===== config.mk =====
export PLATFORM = sky130hd
export DESIGN_NAME = piy_decoder
export DESIGN_NICKNAME = d
export VERILOG_FILES = /design/src/piy_pkg.sv /design/src/piy_decoder.sv
export SDC_FILE = /design/constraint.sdc
export NUM_CORES = 1
export LEC_CHECK = 0
export ABC_AREA = 1
export BUFFER_PORTS_ARGS = -buffer_cell sky130_fd_sc_hd__buf_2
export CAP_MARGIN = 20
export CORE_MARGIN = 4
export CORE_UTILIZATION = 49
export CTS_BUF_LIST = sky130_fd_sc_hd__clkbuf_8
export DETAILED_ROUTE_END_ITERATION = 10
export PLACE_DENSITY_LB_ADDON = 0.2
export RECOVER_POWER = 25
export SYNTH_ARGS = -nofsm -noshare
export SYNTH_HDL_FRONTEND = slang
export SYNTH_SLANG_ARGS = --single-unit

===== constraint.sdc =====
create_clock -name mclk_i -period 3.12 [get_ports mclk_i]
set_input_delay 0.312 -clock mclk_i [delete_from_list [all_inputs] [get_ports mclk_i]]
set_output_delay 0.312 -clock mclk_i [all_outputs]
set_load 0.05 [all_outputs]

===== src/piy_pkg.sv =====
// constants for the port-input and y-increment decoder
package piy_pkg;
    localparam int          PIY_INSN_W    = 10;
    localparam int          PIY_NIB_W     = 4;
    localparam logic [9:0]  PIY_OP_RDP0   = 10'h0260;
    localparam logic [9:0]  PIY_OP_RDP1   = 10'h0261;
    localparam logic [9:0]  PIY_OP_RDP2   = 10'h0262;
    localparam logic [9:0]  PIY_OP_RDP3   = 10'h0263;
    localparam logic [9:0]  PIY_OP_RDP4   = 10'h0264;
    localparam logic [9:0]  PIY_OP_INCY   = 10'h0013;
    localparam logic [3:0]  PIY_ACC_RST   = 4'h0;
    localparam logic [3:0]  PIY_Y_RST     = 4'h0;
    localparam logic [3:0]  PIY_Y_ONE     = 4'h1;
    localparam logic [3:0]  PIY_Y_ZERO    = 4'h0;
endpackage


===== src/piy_decoder.sv =====
// execution of port-input instructions and the y-pointer increment
//
// Contract
// - port zero input copied into accumulator
// - port one input loaded into accumulator
// - port two input placed into accumulator
// - port four input written into accumulator
// - increment y by one, wrap at fifteen
// - y result zero skips next instruction
// - nonzero y result executes next instruction
`timescale 1ns/100ps
`default_nettype none
module piy_decoder
    import piy_pkg::*;
(
    input  wire logic                  mclk_i,
    input  wire logic                  rst_i,
    input  wire logic                  insn_valid_i,
    input  wire logic [PIY_INSN_W-1:0] insn_i,
    input  wire logic [PIY_NIB_W-1:0]  input_port_zero_i,
    input  wire logic [PIY_NIB_W-1:0]  input_port_one_i,
    input  wire logic [PIY_NIB_W-1:0]  input_port_two_i,
    input  wire logic [PIY_NIB_W-1:0]  input_port_three_i,
    input  wire logic [PIY_NIB_W-1:0]  input_port_four_i,
    output logic      [PIY_NIB_W-1:0]  acc_o,
    output logic      [PIY_NIB_W-1:0]  y_ptr_o,
    output logic                       skip_o
);
    logic [PIY_NIB_W-1:0] acc_ff;
    logic [PIY_NIB_W-1:0] nxt_acc;
    logic [PIY_NIB_W-1:0] y_ff;
    logic [PIY_NIB_W-1:0] nxt_y;
    logic [PIY_NIB_W-1:0] y_inc;
    logic                 skip_ff;
    logic                 nxt_skip;
    logic                 exec;
    logic                 wrap;
    logic                 is_rd0;
    logic                 is_rd1;
    logic                 is_rd2;
    logic                 is_rd3;
    logic                 is_rd4;
    logic                 is_incy;
    logic                 is_read;

    // a skipped slot is consumed without effect, like a no-op cycle
    assign exec  = insn_valid_i && !skip_ff;
    assign y_inc = y_ff + PIY_Y_ONE;
    // judged on the new value, so fifteen plus one counts as zero
    assign wrap  = (y_inc == PIY_Y_ZERO);

    // opcode decode; qualified by exec wherever it takes effect
    assign is_rd0  = (insn_i == PIY_OP_RDP0);
    assign is_rd1  = (insn_i == PIY_OP_RDP1);
    assign is_rd2  = (insn_i == PIY_OP_RDP2);
    assign is_rd3  = (insn_i == PIY_OP_RDP3);
    assign is_rd4  = (insn_i == PIY_OP_RDP4);
    assign is_incy = (insn_i == PIY_OP_INCY);
    assign is_read = is_rd0 || is_rd1 || is_rd2 || is_rd3 || is_rd4;

    // accumulator: written only by the port reads
    always_comb begin
        nxt_acc = acc_ff;
        if (exec) begin
            unique case (insn_i)
                PIY_OP_RDP0: nxt_acc = input_port_zero_i;
                PIY_OP_RDP1: nxt_acc = input_port_one_i;
                PIY_OP_RDP2: nxt_acc = input_port_two_i;
                PIY_OP_RDP3: nxt_acc = input_port_three_i;
                PIY_OP_RDP4: nxt_acc = input_port_four_i;
                // other opcodes belong to the rest of the core
                default: ;
            endcase
        end
    end

    always_ff @(posedge mclk_i) begin
        if (rst_i) begin
            acc_ff <= PIY_ACC_RST;
        end else begin
            acc_ff <= nxt_acc;
        end
    end

    // y pointer: four bits, so the carry out of fifteen is simply lost
    always_comb begin
        nxt_y = y_ff;
        if (exec && is_incy) begin
            nxt_y = y_inc;
        end
    end

    always_ff @(posedge mclk_i) begin
        if (rst_i) begin
            y_ff <= PIY_Y_RST;
        end else begin
            y_ff <= nxt_y;
        end
    end

    // any valid slot retires a pending skip; only a wrap arms a new one
    always_comb begin
        nxt_skip = skip_ff;
        if (insn_valid_i) begin
            nxt_skip = 1'b0;
        end
        if (exec && is_incy) begin
            nxt_skip = wrap;
        end
    end

    always_ff @(posedge mclk_i) begin
        if (rst_i) begin
            skip_ff <= 1'b0;
        end else begin
            skip_ff <= nxt_skip;
        end
    end

    assign acc_o   = acc_ff;
    assign y_ptr_o = y_ff;
    assign skip_o  = skip_ff;

    AST_RDP0: assert property (@(posedge mclk_i) disable iff (rst_i)
        exec && insn_i == PIY_OP_RDP0 |=> acc_o == $past(input_port_zero_i))
        else $error("port zero not in accumulator");

    AST_RDP1: assert property (@(posedge mclk_i) disable iff (rst_i)
        exec && insn_i == PIY_OP_RDP1 |=> acc_o == $past(input_port_one_i))
        else $error("port one not in accumulator");

    AST_RDP2: assert property (@(posedge mclk_i) disable iff (rst_i)
        exec && insn_i == PIY_OP_RDP2 |=> acc_o == $past(input_port_two_i))
        else $error("port two not in accumulator");

    AST_RDP3: assert property (@(posedge mclk_i) disable iff (rst_i)
        exec && insn_i == PIY_OP_RDP3 |=> acc_o == $past(input_port_three_i))
        else $error("port three not in accumulator");

    AST_RDP4: assert property (@(posedge mclk_i) disable iff (rst_i)
        exec && insn_i == PIY_OP_RDP4 |=> acc_o == $past(input_port_four_i))
        else $error("port four not in accumulator");

    AST_INCY: assert property (@(posedge mclk_i) disable iff (rst_i)
        exec && insn_i == PIY_OP_INCY |=> y_ptr_o == $past(y_ptr_o) + PIY_Y_ONE)
        else $error("y pointer not incremented");

    AST_SKIP_ZERO: assert property (@(posedge mclk_i) disable iff (rst_i)
        exec && insn_i == PIY_OP_INCY && y_ptr_o == 4'hF
        ##1 insn_valid_i |-> ##1 acc_o == $past(acc_o) && y_ptr_o == $past(y_ptr_o))
        else $error("instruction after wrap not skipped");

    AST_NO_SKIP: assert property (@(posedge mclk_i) disable iff (rst_i)
        exec && insn_i == PIY_OP_INCY && y_ptr_o != 4'hF |=> !skip_o)
        else $error("skip set on nonzero result");

    AST_ACC_HOLD: assert property (@(posedge mclk_i) disable iff (rst_i)
        !exec |=> $stable(acc_o))
        else $error("accumulator changed without instruction");

    AST_SKIP_SET: assert property (@(posedge mclk_i) disable iff (rst_i)
        exec && is_incy && y_ptr_o == 4'hF |=> skip_o)
        else $error("wrap did not arm the skip");

    AST_WRAP_VALUE: assert property (@(posedge mclk_i) disable iff (rst_i)
        exec && is_incy && y_ptr_o == 4'hF |=> y_ptr_o == PIY_Y_ZERO)
        else $error("y pointer did not wrap to zero");

    AST_SKIP_CLEAR: assert property (@(posedge mclk_i) disable iff (rst_i)
        insn_valid_i && skip_o |=> !skip_o)
        else $error("skip not retired by the skipped slot");

    AST_SKIP_Y: assert property (@(posedge mclk_i) disable iff (rst_i)
        insn_valid_i && skip_o |=> $stable(y_ptr_o))
        else $error("skipped slot changed the y pointer");

    AST_SKIP_ACC: assert property (@(posedge mclk_i) disable iff (rst_i)
        insn_valid_i && skip_o |=> $stable(acc_o))
        else $error("skipped slot changed the accumulator");

    AST_SKIP_IDLE: assert property (@(posedge mclk_i) disable iff (rst_i)
        !insn_valid_i |=> $stable(skip_o))
        else $error("skip changed in an empty cycle");

    AST_SKIP_CAUSE: assert property (@(posedge mclk_i) disable iff (rst_i)
        !skip_o && !(exec && is_incy && y_ptr_o == 4'hF) |=> !skip_o)
        else $error("skip raised without a wrap");

    AST_Y_HOLD: assert property (@(posedge mclk_i) disable iff (rst_i)
        !(exec && is_incy) |=> $stable(y_ptr_o))
        else $error("y pointer changed without an increment");

    AST_INCY_ACC: assert property (@(posedge mclk_i) disable iff (rst_i)
        exec && is_incy |=> $stable(acc_o))
        else $error("increment disturbed the accumulator");

    AST_READ_Y: assert property (@(posedge mclk_i) disable iff (rst_i)
        exec && is_read |=> $stable(y_ptr_o) && !skip_o)
        else $error("port read disturbed the y pointer or skip");

    AST_UNKNOWN_OP: assert property (@(posedge mclk_i) disable iff (rst_i)
        exec && !is_read && !is_incy |=> $stable(acc_o) && $stable(y_ptr_o) && !skip_o)
        else $error("foreign opcode changed local state");

    AST_IDLE_HOLD: assert property (@(posedge mclk_i) disable iff (rst_i)
        !insn_valid_i |=> $stable(acc_o) && $stable(y_ptr_o))
        else $error("state changed in an empty cycle");

    AST_RESET: assert property (@(posedge mclk_i)
        rst_i |=> acc_o == PIY_ACC_RST && y_ptr_o == PIY_Y_RST && !skip_o)
        else $error("state not cleared by reset");

    COV_WRAP: cover property (@(posedge mclk_i) disable iff (rst_i)
        exec && insn_i == PIY_OP_INCY && y_ptr_o == 4'hF);

    COV_SKIPPED: cover property (@(posedge mclk_i) disable iff (rst_i)
        skip_o && insn_valid_i && insn_i == PIY_OP_RDP0);

    COV_READ4: cover property (@(posedge mclk_i) disable iff (rst_i)
        exec && insn_i == PIY_OP_RDP4);

    COV_STEP_READ: cover property (@(posedge mclk_i) disable iff (rst_i)
        exec && is_incy && y_ptr_o != 4'hF ##1 exec && is_read);

    COV_IDLE_SKIP: cover property (@(posedge mclk_i) disable iff (rst_i)
        skip_o && !insn_valid_i);
endmodule
`default_nettype wire


**Word level (Yosys, flattened, before mapping)**

Cells that the tools add are included.

- Bits in registers: 9
- Input bits: 33

- Add/subtract/negate cells: 1
- Equality and inequality tests: 6
- Multiplexer cells: 3
- Reductions and logical operators: 7

Operators with widths:

| kind | number |
|---|---|
| == test 10 bit, second input constant | 5 |
| one-hot mux 4 bit (5 select lines) | 1 |
| == test 10 x 5 -> 1 bit, second input constant | 1 |
| nonzero test 5 bit | 1 |
| adder 4 x 1 -> 4 bit, second input constant | 1 |
| zero test 4 bit | 1 |
| logical AND 1 bit | 2 |
| two-way mux 1 bit | 2 |
| AND reduction 2 bit | 1 |
| nonzero test 2 bit | 1 |
| zero test 1 bit | 1 |

**Depth between registers and ports, before layout**

Gate-level depths: netlist (run 1).

- Word-level depth: 4
- Depth in mapped cells: 9

**Worst setup path after synthesis (run 1)**

No wires, ideal clock.

- Path kind: flip-flop to flip-flop
- Start: reg skip_ff (netlist: skip_o)
- End: reg skip_ff (netlist: skip_o)
- Library setup time: 0.070 ns
- Arrival: 1.301 ns
- Setup slack: 1.749 ns
- Stages on the path, launching flop included: 8
- Path buffers: 0
- Period minus slack after synthesis: 1.371 ns
- Path through: dfxtp_1 -> nor2_2 -> inv_1 -> nor2_1 -> nand4_4 -> nor2_2 -> nand3b_1 -> a21oi_1

- Word-level cells in the longest chain between the ends: 4
- Elaborated cells on any way between the ends: 5

RTL lines:

| element | line | source |
|---|---|---|
| from (decl) | piy_decoder.sv:34 | `logic skip_ff;` |
| from (signal assigned) | piy_decoder.sv:116 | `skip_ff <= nxt_skip;` |
| zero test 1 bit * | piy_decoder.sv:47 | `assign exec = insn_valid_i && !skip_ff;` |
| logical AND 1 bit * | piy_decoder.sv:47 |  |
| logical AND 1 bit * | piy_decoder.sv:107 | `if (exec && is_incy) begin` |
| two-way mux 1 bit or nonzero test 2 bit (tied branches) | -- |  |

Every way passes the cells marked *; elsewhere a longest branch is shown, timed or not.
A chain may end at the register's enable or synchronous reset.

**Final worst setup path (run 1)**

- Start: reg acc_ff[3] (netlist: acc_o[3])
- End: out acc_o[3]

RTL lines:

| element | line | source |
|---|---|---|
| from (decl) | piy_decoder.sv:29 | `logic [PIY_NIB_W-1:0] acc_ff;` |
| from (signal assigned) | piy_decoder.sv:81 | `acc_ff <= nxt_acc;` |
| to (decl) | piy_decoder.sv:25 | `output logic [PIY_NIB_W-1:0] acc_o,` |

No word-level cell between the ends.

==> results of run 1 <==
==> cells by family after synthesis <==
kind of cell	after synthesis	share of synthesized area, %
simple gates	71	47.6
compound gates	16	12.3
fa+ha+maj	2	3.14
xor+xnor	2	2.20
buf+inv	23	12.1
flops	9	22.6
==> sequential cells by signal, indices dropped and copies added, names as in the netlist <==
register / flops
acc_o: 4
y_ptr_o: 4
skip_o: 1
==> routing by layer <==
layer | wire length, um | vias up | global-route usage (%) | part of all wire [%]
met1 | 807 | 394 | 20.2 | 41
met3 | 134 | 0 | 5.52 | 6.8
met2 | 1020 | 28 | 32.8 | 52
met5 | 0 | - | 0 | 0
met4 | 0 | 0 | 2.76 | 0
li1 | - | 482 | - | -
==> synth_stat cells <==
cell type	number	area share [%]
a211oi_1	3	2.8
a21oi_1	7	4.4
buf_1	1	0.47
buf_6	1	1.4
dfxtp_1	9	23
ha_1	2	3.1
inv_1	18	8.5
inv_2	2	0.94
inv_4	1	0.79
nand2_1	27	13
nand2_2	2	1.6
nand2_4	1	1.4
nand3_1	21	13
nand3b_1	1	0.94
nand4_1	1	0.79
nand4_4	1	2.7
nor2_1	8	3.8
nor2_2	3	2.4
nor2_4	2	2.8
nor2_8	1	2.5
nor3_2	1	1.3
nor4_1	1	0.79
o21ai_0	2	1.3
o21bai_1	4	3.8
or2_1	1	0.79
xor2_1	2	2.2
==> worst max-delay path by stage <==
stage | startpoint | end | slack (ns) | cells past startpoint
floorplan | skip_o | skip_o | 1.75 | 7
global placement | insn_i[4] | acc_o[1] | 1.65 | 9
detailed placement | insn_i[4] | acc_o[3] | 1.60 | 9
CTS | y_ptr_o[0] | y_ptr_o[0] | 1.84 | 1
global route | skip_o | skip_o | 1.68 | 7
finish | acc_o[3] | acc_o[3] | 1.77 | 1
==> placed cells by master, fill, tap and decap left out, types with 2 or more instances in the layout <==
master / instances
nand2_2: 2
o21ai_0: 2
clkbuf_1: 4
nand2_1: 27
dfxtp_1: 9
nor2_1: 8
xor2_1: 2
buf_2: 37
clkbuf_8: 3
nor2_2: 3
inv_2: 2
ha_1: 2
a211oi_1: 3
inv_1: 19
a21oi_1: 7
o21bai_1: 4
nor2_4: 2
nand3_1: 21
==> power groups by stage <==
stage                     clock network (W)  registers (W)  logic [W]
after floorplan                           0       0.000118  0.0000231
after global placement                    0       0.000118  0.0000475
after detailed placement                  0       0.000118  0.0000490
after CTS                          0.000137       0.000115  0.0000491
after global routing               0.000146       0.000115  0.0000555
final                              0.000135       0.000115  0.0000486
==> area by class of cell <==
class / instances / share of cell area (%)
Clock inverter: 1 / 0.359
Sequential cell: 9 / 17.2
Timing Repair Buffer: 41 / 19.1
Tap cell: 16 / 1.91
Multi-Input combinational cell: 91 / 49.6
Inverter: 21 / 7.78
Clock buffer: 3 / 3.95
==> per-stage QoR <==
| stage | power [W] | hold slack (ns) | worst slack, ns |
|---|---|---|---|
| 4_1_cts | 0.000302 | 0.340 | 1.84 |
| 3_5_place_dp | 0.000167 | 0.464 | 1.60 |
| 2_1_floorplan | 0.000141 | 0.497 | 1.75 |
| 3_3_place_gp | 0.000165 | 0.454 | 1.65 |
| 5_1_grt | 0.000317 | 0.360 | 1.68 |
| 6_report | 0.000299 | 0.342 | 1.77 |
==> results.md, run 1 <==
* # IOs at 42
* Register area share after synthesis at 22.6%
* Antenna violations before repair at 0
* Final Non-Filler Cells at 182
* Cell total after placement at 178
* Critical R2R Capture: skip_o
* Die span in y at 48.3 um
* Synth Warn # at 0
* Hold_buf cts at 0
* Root buf cell: clkbuf_8
* First-pass GRT wire length at 3470 um
* CTS sink count at 9
* Final wirelength at 1960 um
* GRT Total Usage at 17.9%
* Hpwl dp at 1680 um
* Mapped Cells at 123
* Clock power share at 45.1%
* Share of layout cells above drive strength 1 at 32.5%
* First drt pass iteration count at 4
* Setup Viol. Count Final at 0
* CTS tree: done
* Final nets at 202
* P_leak at 0.561 nW
* Worst-path clk slew at 0.05 ns
* Via count at 904
* CTS Buffer Depth at 2
* Hold Path Class: input port to register
* Relative slew slack at 60.3%
* Endpoint, Worst Hold: acc_o[2]
* Flop and latch count out of synthesis at 9
* Syn Nets at 158
* Max Fclk at 742 MHz
* Cell at the slowest stage of the critical path: clkbuf_1
* Diodes inserted at 0
* Die area at 0.00233 mm^2
* IO buf count at 41
* Post-DP Area at 0.00101 mm^2
* Period utilisation layout at 43.2%
* Die X at 48.3 um
* Synthesized area per cell at 6.47 um^2
* Maxcap violations at 0
* FF/Latch Area at 180 um^2
* Vias in the first global route at 866
* Worst setup EP type: output pin
* Sw Share at 25.4%
* Finished Cell Area at 0.00105 mm^2
* Worst ir drop on vdd at 0.230 mV
* RSZ-0062 raised after global routing: no
* Worst Skew at 0.000493 ns
* FF-to-FF setup slack at 1.86 ns
* Initial detailed-routing violation count at 4
* Pins Over Slew Limit at 0
* Crit path max fanout at 2
* Post-DRT Antenna Nets at 0
* Critical Path RT at 2.81 ns
* R2R cell count at 7
* Post-DR wirelength/cell at 10.8 um
* Post-route DRC at 0
* CP Cell Sequence: clkbuf_1
* Switching power at 0.0000760 W
* GR Overflow Total at 0
* Sequential share of power at 38.7%
* Count of cell types in the netlist at 26
* Hold path start: rst_i
* Via density at 4.97
* Critical path arrival at 1.04 ns
* Worst Max-Slew Pin Slew at 0.598 ns
* Pint at 0.000223 W
* Clk_lat worst skew at 0.23 ns
* Core area at 0.00152 mm^2
* Clock buffers created by TritonCTS at 3
* FILL cells at 160
* Multi-input gate area at 519 um^2
* Run status: finished clean
* CP startpoint kind: register
* Slowest cell delay on critical path at 0.47 ns
* Core Rows at 14
* Power Density at 286 mW/mm^2
* # Post-CTS Setup Buffers at 0
* Hold Crit Depth at 2
* GP Congestion at 0.834
* # resized after CTS at 0
* Layout area overhead at 31.4%
* Starting Density at 52.2%
* Origin of the critical flop-to-flop path: skip_o
* Minimum clock period at 1.35 ns
* Worst path bufs/invs at 1
* Delay-heaviest family, CP: buffers and inverters
* CP Class: register to output pin
* Largest net degree at the start of global routing at 19
* Comb pwr share at 16.3%
* Aggregate negative setup slack at 0 ns
* H-tree levels at 1
* Final Hold Vio Count at 0
* Final core utilization at 68.6%
* Cell area after synthesis at 796 um^2
No activity file was read; power rests on OpenSTA's default activity.
==> run 2, diff against run 1 <==
Settings changed: ABC_AREA 1 to 0, CORE_UTILIZATION 49 to 39.
Clock period 3.12 ns to 1.15 ns, I/O delays scaled along.
==> run 2 against run 1 <==
  * The flow now finishes with violations (negative setup slack)
  * Clock power grew to 2.7 times the previous value
  * First-iteration DRC count grew 50%
  * Cell count shrank 13%
  * Worst setup slack lost 2.0 ns
  * Critical endpoint is now acc_o[3]
  * Register-to-register slack lost 2.0 ns
==> results.md, run 2 <==
* Share of the synthesized area in the top cell type at 26.1%
* Worst-path clk slew at 0.04 ns
* GRT Total Usage at 17.1%
* Critical R2R Capture: acc_o[3]
* Power Total at 0.000845 W
* Crit path max fanout at 8
* Compound-gate portion of the synthesized area at 22.1%
* GP Congestion at 0.717
* Layout area overhead at 73.7%
* Final Hold Vio Count at 0
* CTS Buffer Depth at 2
* Hold path start: rst_i
* Endpoint, Worst Hold: y_ptr_o[1]
* Cell total after placement at 152
* CTS tree: done
* Flop and latch count out of synthesis at 9
* Sequential share of power at 36.3%
* Final core utilization at 75.3%
* Aggregate negative setup slack at -0.840 ns
* CP startpoint kind: register
* Hpwl dp at 1570 um
* IO buf count at 41
* Area contributors post-synth: dfxtp_1 (26%), mux2i_1 (5.8%), nor3_1 (5.8%), o32a_1 (5.8%), nor3_2 (4.3%)
* Vias in the first global route at 827
* Setup Viol. Count Final at 8
* Synth Area in Simple Gates at 36.6%
* Max Fclk at 750 MHz
* Worst Max-Slew Pin Slew at 0.729 ns
* Relative slew slack at 51.1%
* Synth top cells by count: dfxtp_1 (9), nor3_1 (8), nand2_1 (5)
* Post-DR wirelength/cell at 13.1 um
* Critical path arrival at 1.46 ns
* Diodes inserted at 0
* Commonest non-fill, non-tap cells in the layout: buf_2 (39), buf_4 (9), dfxtp_1 (5)
* RSZ-0062 raised after global routing: yes
* Pint at 0.000629 W
* Ys flop type: dfxtp_1
* Maxcap violations at 0
* Hold slack at 0.159 ns
* R2R cell count at 6
* Xor and xnor area share after synthesis at 1.27%
* P_leak at 0.597 nW
* Die area at 0.00251 mm^2
* Final Non-Filler Cells at 159
* Final nets at 171
* Comb pwr share at 20.1%
* # IOs at 42
* Pins Over Slew Limit at 0
* Mux contribution to synthesized area at 5.80%
* CTS sink count at 9
* CP Class: register to register
* Core Rows at 14
* Power Density at 704 mW/mm^2
* Count of cell types in the netlist at 33
* Share of layout cells above drive strength 1 at 63.7%
* H-tree levels at 1
* Clk_lat worst skew at 0.24 ns
* Die X at 50.1 um
* Worst ir drop on vdd at 0.660 mV
* Register area share after synthesis at 26.1%
* Leading cell type in the layout, fill and taps excluded: buf_2
* Worst Setup SP: skip_o
* Count leader, synth: dfxtp_1
* FF-to-FF setup slack at -0.18 ns
* GR Overflow Total at 0
* Core area at 0.00159 mm^2
* Hold Crit Depth at 2
* Starting Density at 43.3%
* Root buf cell: clkbuf_8
* Cell accounting for the most synthesized area: dfxtp_1
* Post-route DRC at 0
* Die span in y at 50.1 um
* Largest family of logic cells by synthesized area: simple AND/OR/NAND/NOR gates
* Run status: finished with violations
* Syn Nets at 115
* Cell area after synthesis at 691 um^2
* Via density at 5.09
* Origin of the critical flop-to-flop path: skip_o
* Number of flops mapped to enable cells by yosys at 0
* Area share of fa/ha/maj cells after synthesis at 3.62%
* First drt pass iteration count at 2
* Post-DRT Antenna Nets at 0
* Hold Path Class: input port to register
* Final wirelength at 2080 um
* Antenna violations before repair at 0
* Minimum clock period at 1.33 ns
* Final worst slack at -0.183 ns
* Clock power share at 43.7%
* Failing checks: negative setup slack
* Largest net degree at the start of global routing at 10
* Worst Skew at 0.00332 ns
* Period utilisation layout at 116%
* Via count at 810
* Synthesized area per cell at 8.63 um^2
* Switching power at 0.000216 W
* Critical Path RT at 1.27 ns
* Worst setup EP type: register
* Sw Share at 25.5%
* Clock buffers created by TritonCTS at 3
* Mapped Cells at 80
* First-pass GRT wire length at 3380 um
* Synth Warn # at 0
* Async SR Flop Fraction at 0%
* Initial detailed-routing violation count at 6
## run 2: logic make-up (layout without fill, tap and decap cells)
family                   after synthesis  after routing
AO/OA/AOI/OAI                         21             21
XOR/XNOR                               1              1
adder cells (fa/ha/maj)                2              2
buffers and inverters                  6             61
flip-flops                             9              9
multiplexers                           4              4
AND/OR/NAND/NOR                       37             37
## run 2: critical path: stages (launching register included)
cell and delay, ns:
dfxtp_4 0.34, nor3b_4 0.23, buf_4 0.16, nand3b_1 0.08
buf_6 0.17, nor3_4 0.19, nor3_2 0.06
## run 2: final cells by class
cell class / instances / area, um^2
repair buffers: 54 / 318
clock buffers: 3 / 41.3
inverters: 3 / 13.8
multi-input cells: 65 / 601
fillers: 122 / 394
clock inverters: 1 / 3.75
well taps: 24 / 30.0
flip-flops and latches: 9 / 193
## run 2: per-stage QoR
| step | area [um^2] | worst slack (ns) |
|---|---|---|
| 4_1_cts | 1140 | -0.131 |
| 5_1_grt | 1200 | -0.273 |
| 6_report | 1200 | -0.183 |
| 3_5_place_dp | 1040 | -0.206 |
| 3_3_place_gp | 1040 | -0.163 |
| 2_1_floorplan | 753 | -0.148 |
## run 2: per-layer routing
| layer | GRT usage (%) | vias up | wire [um] | part of all wire (%) |
|---|---|---|---|---|
| met3 | 5.72 | 5 | 166 | 8.0 |
| met5 | 0 | - | 0 | 0 |
| met1 | 19.3 | 365 | 832 | 40 |
| met4 | 8.29 | 0 | 38 | 1.8 |
| met2 | 28.5 | 29 | 1040 | 50 |
| li1 | - | 411 | - | - |
## run 2: worst max-delay path by stage
stage | end | slack [ns] | cells after the start
2_1_floorplan | y_ptr_o[2] | -0.15 | 4
3_3_place_gp | acc_o[1] | -0.16 | 5
3_5_place_dp | acc_o[1] | -0.21 | 5
4_1_cts | y_ptr_o[3] | -0.13 | 4
5_1_grt | acc_o[3] | -0.27 | 6
6_report | acc_o[3] | -0.18 | 6
## run 2: power groups by stage
stage / combinational, W / clock, W / sequential, W
4_1_cts: 0.000161 / 0.000372 / 0.000307
3_5_place_dp: 0.000156 / 0 / 0.000312
2_1_floorplan: 0.0000754 / 0 / 0.000314
5_1_grt: 0.000187 / 0.000399 / 0.000306
6_report: 0.000169 / 0.000369 / 0.000307
3_3_place_gp: 0.000153 / 0 / 0.000312
## run 2: timing repair
item	in CTS	in global routing
endpoints found under the setup margin	9	9
resized for setup	9	11
pin swaps	11	7
buffers inserted	3	0
hold buffers	0	0
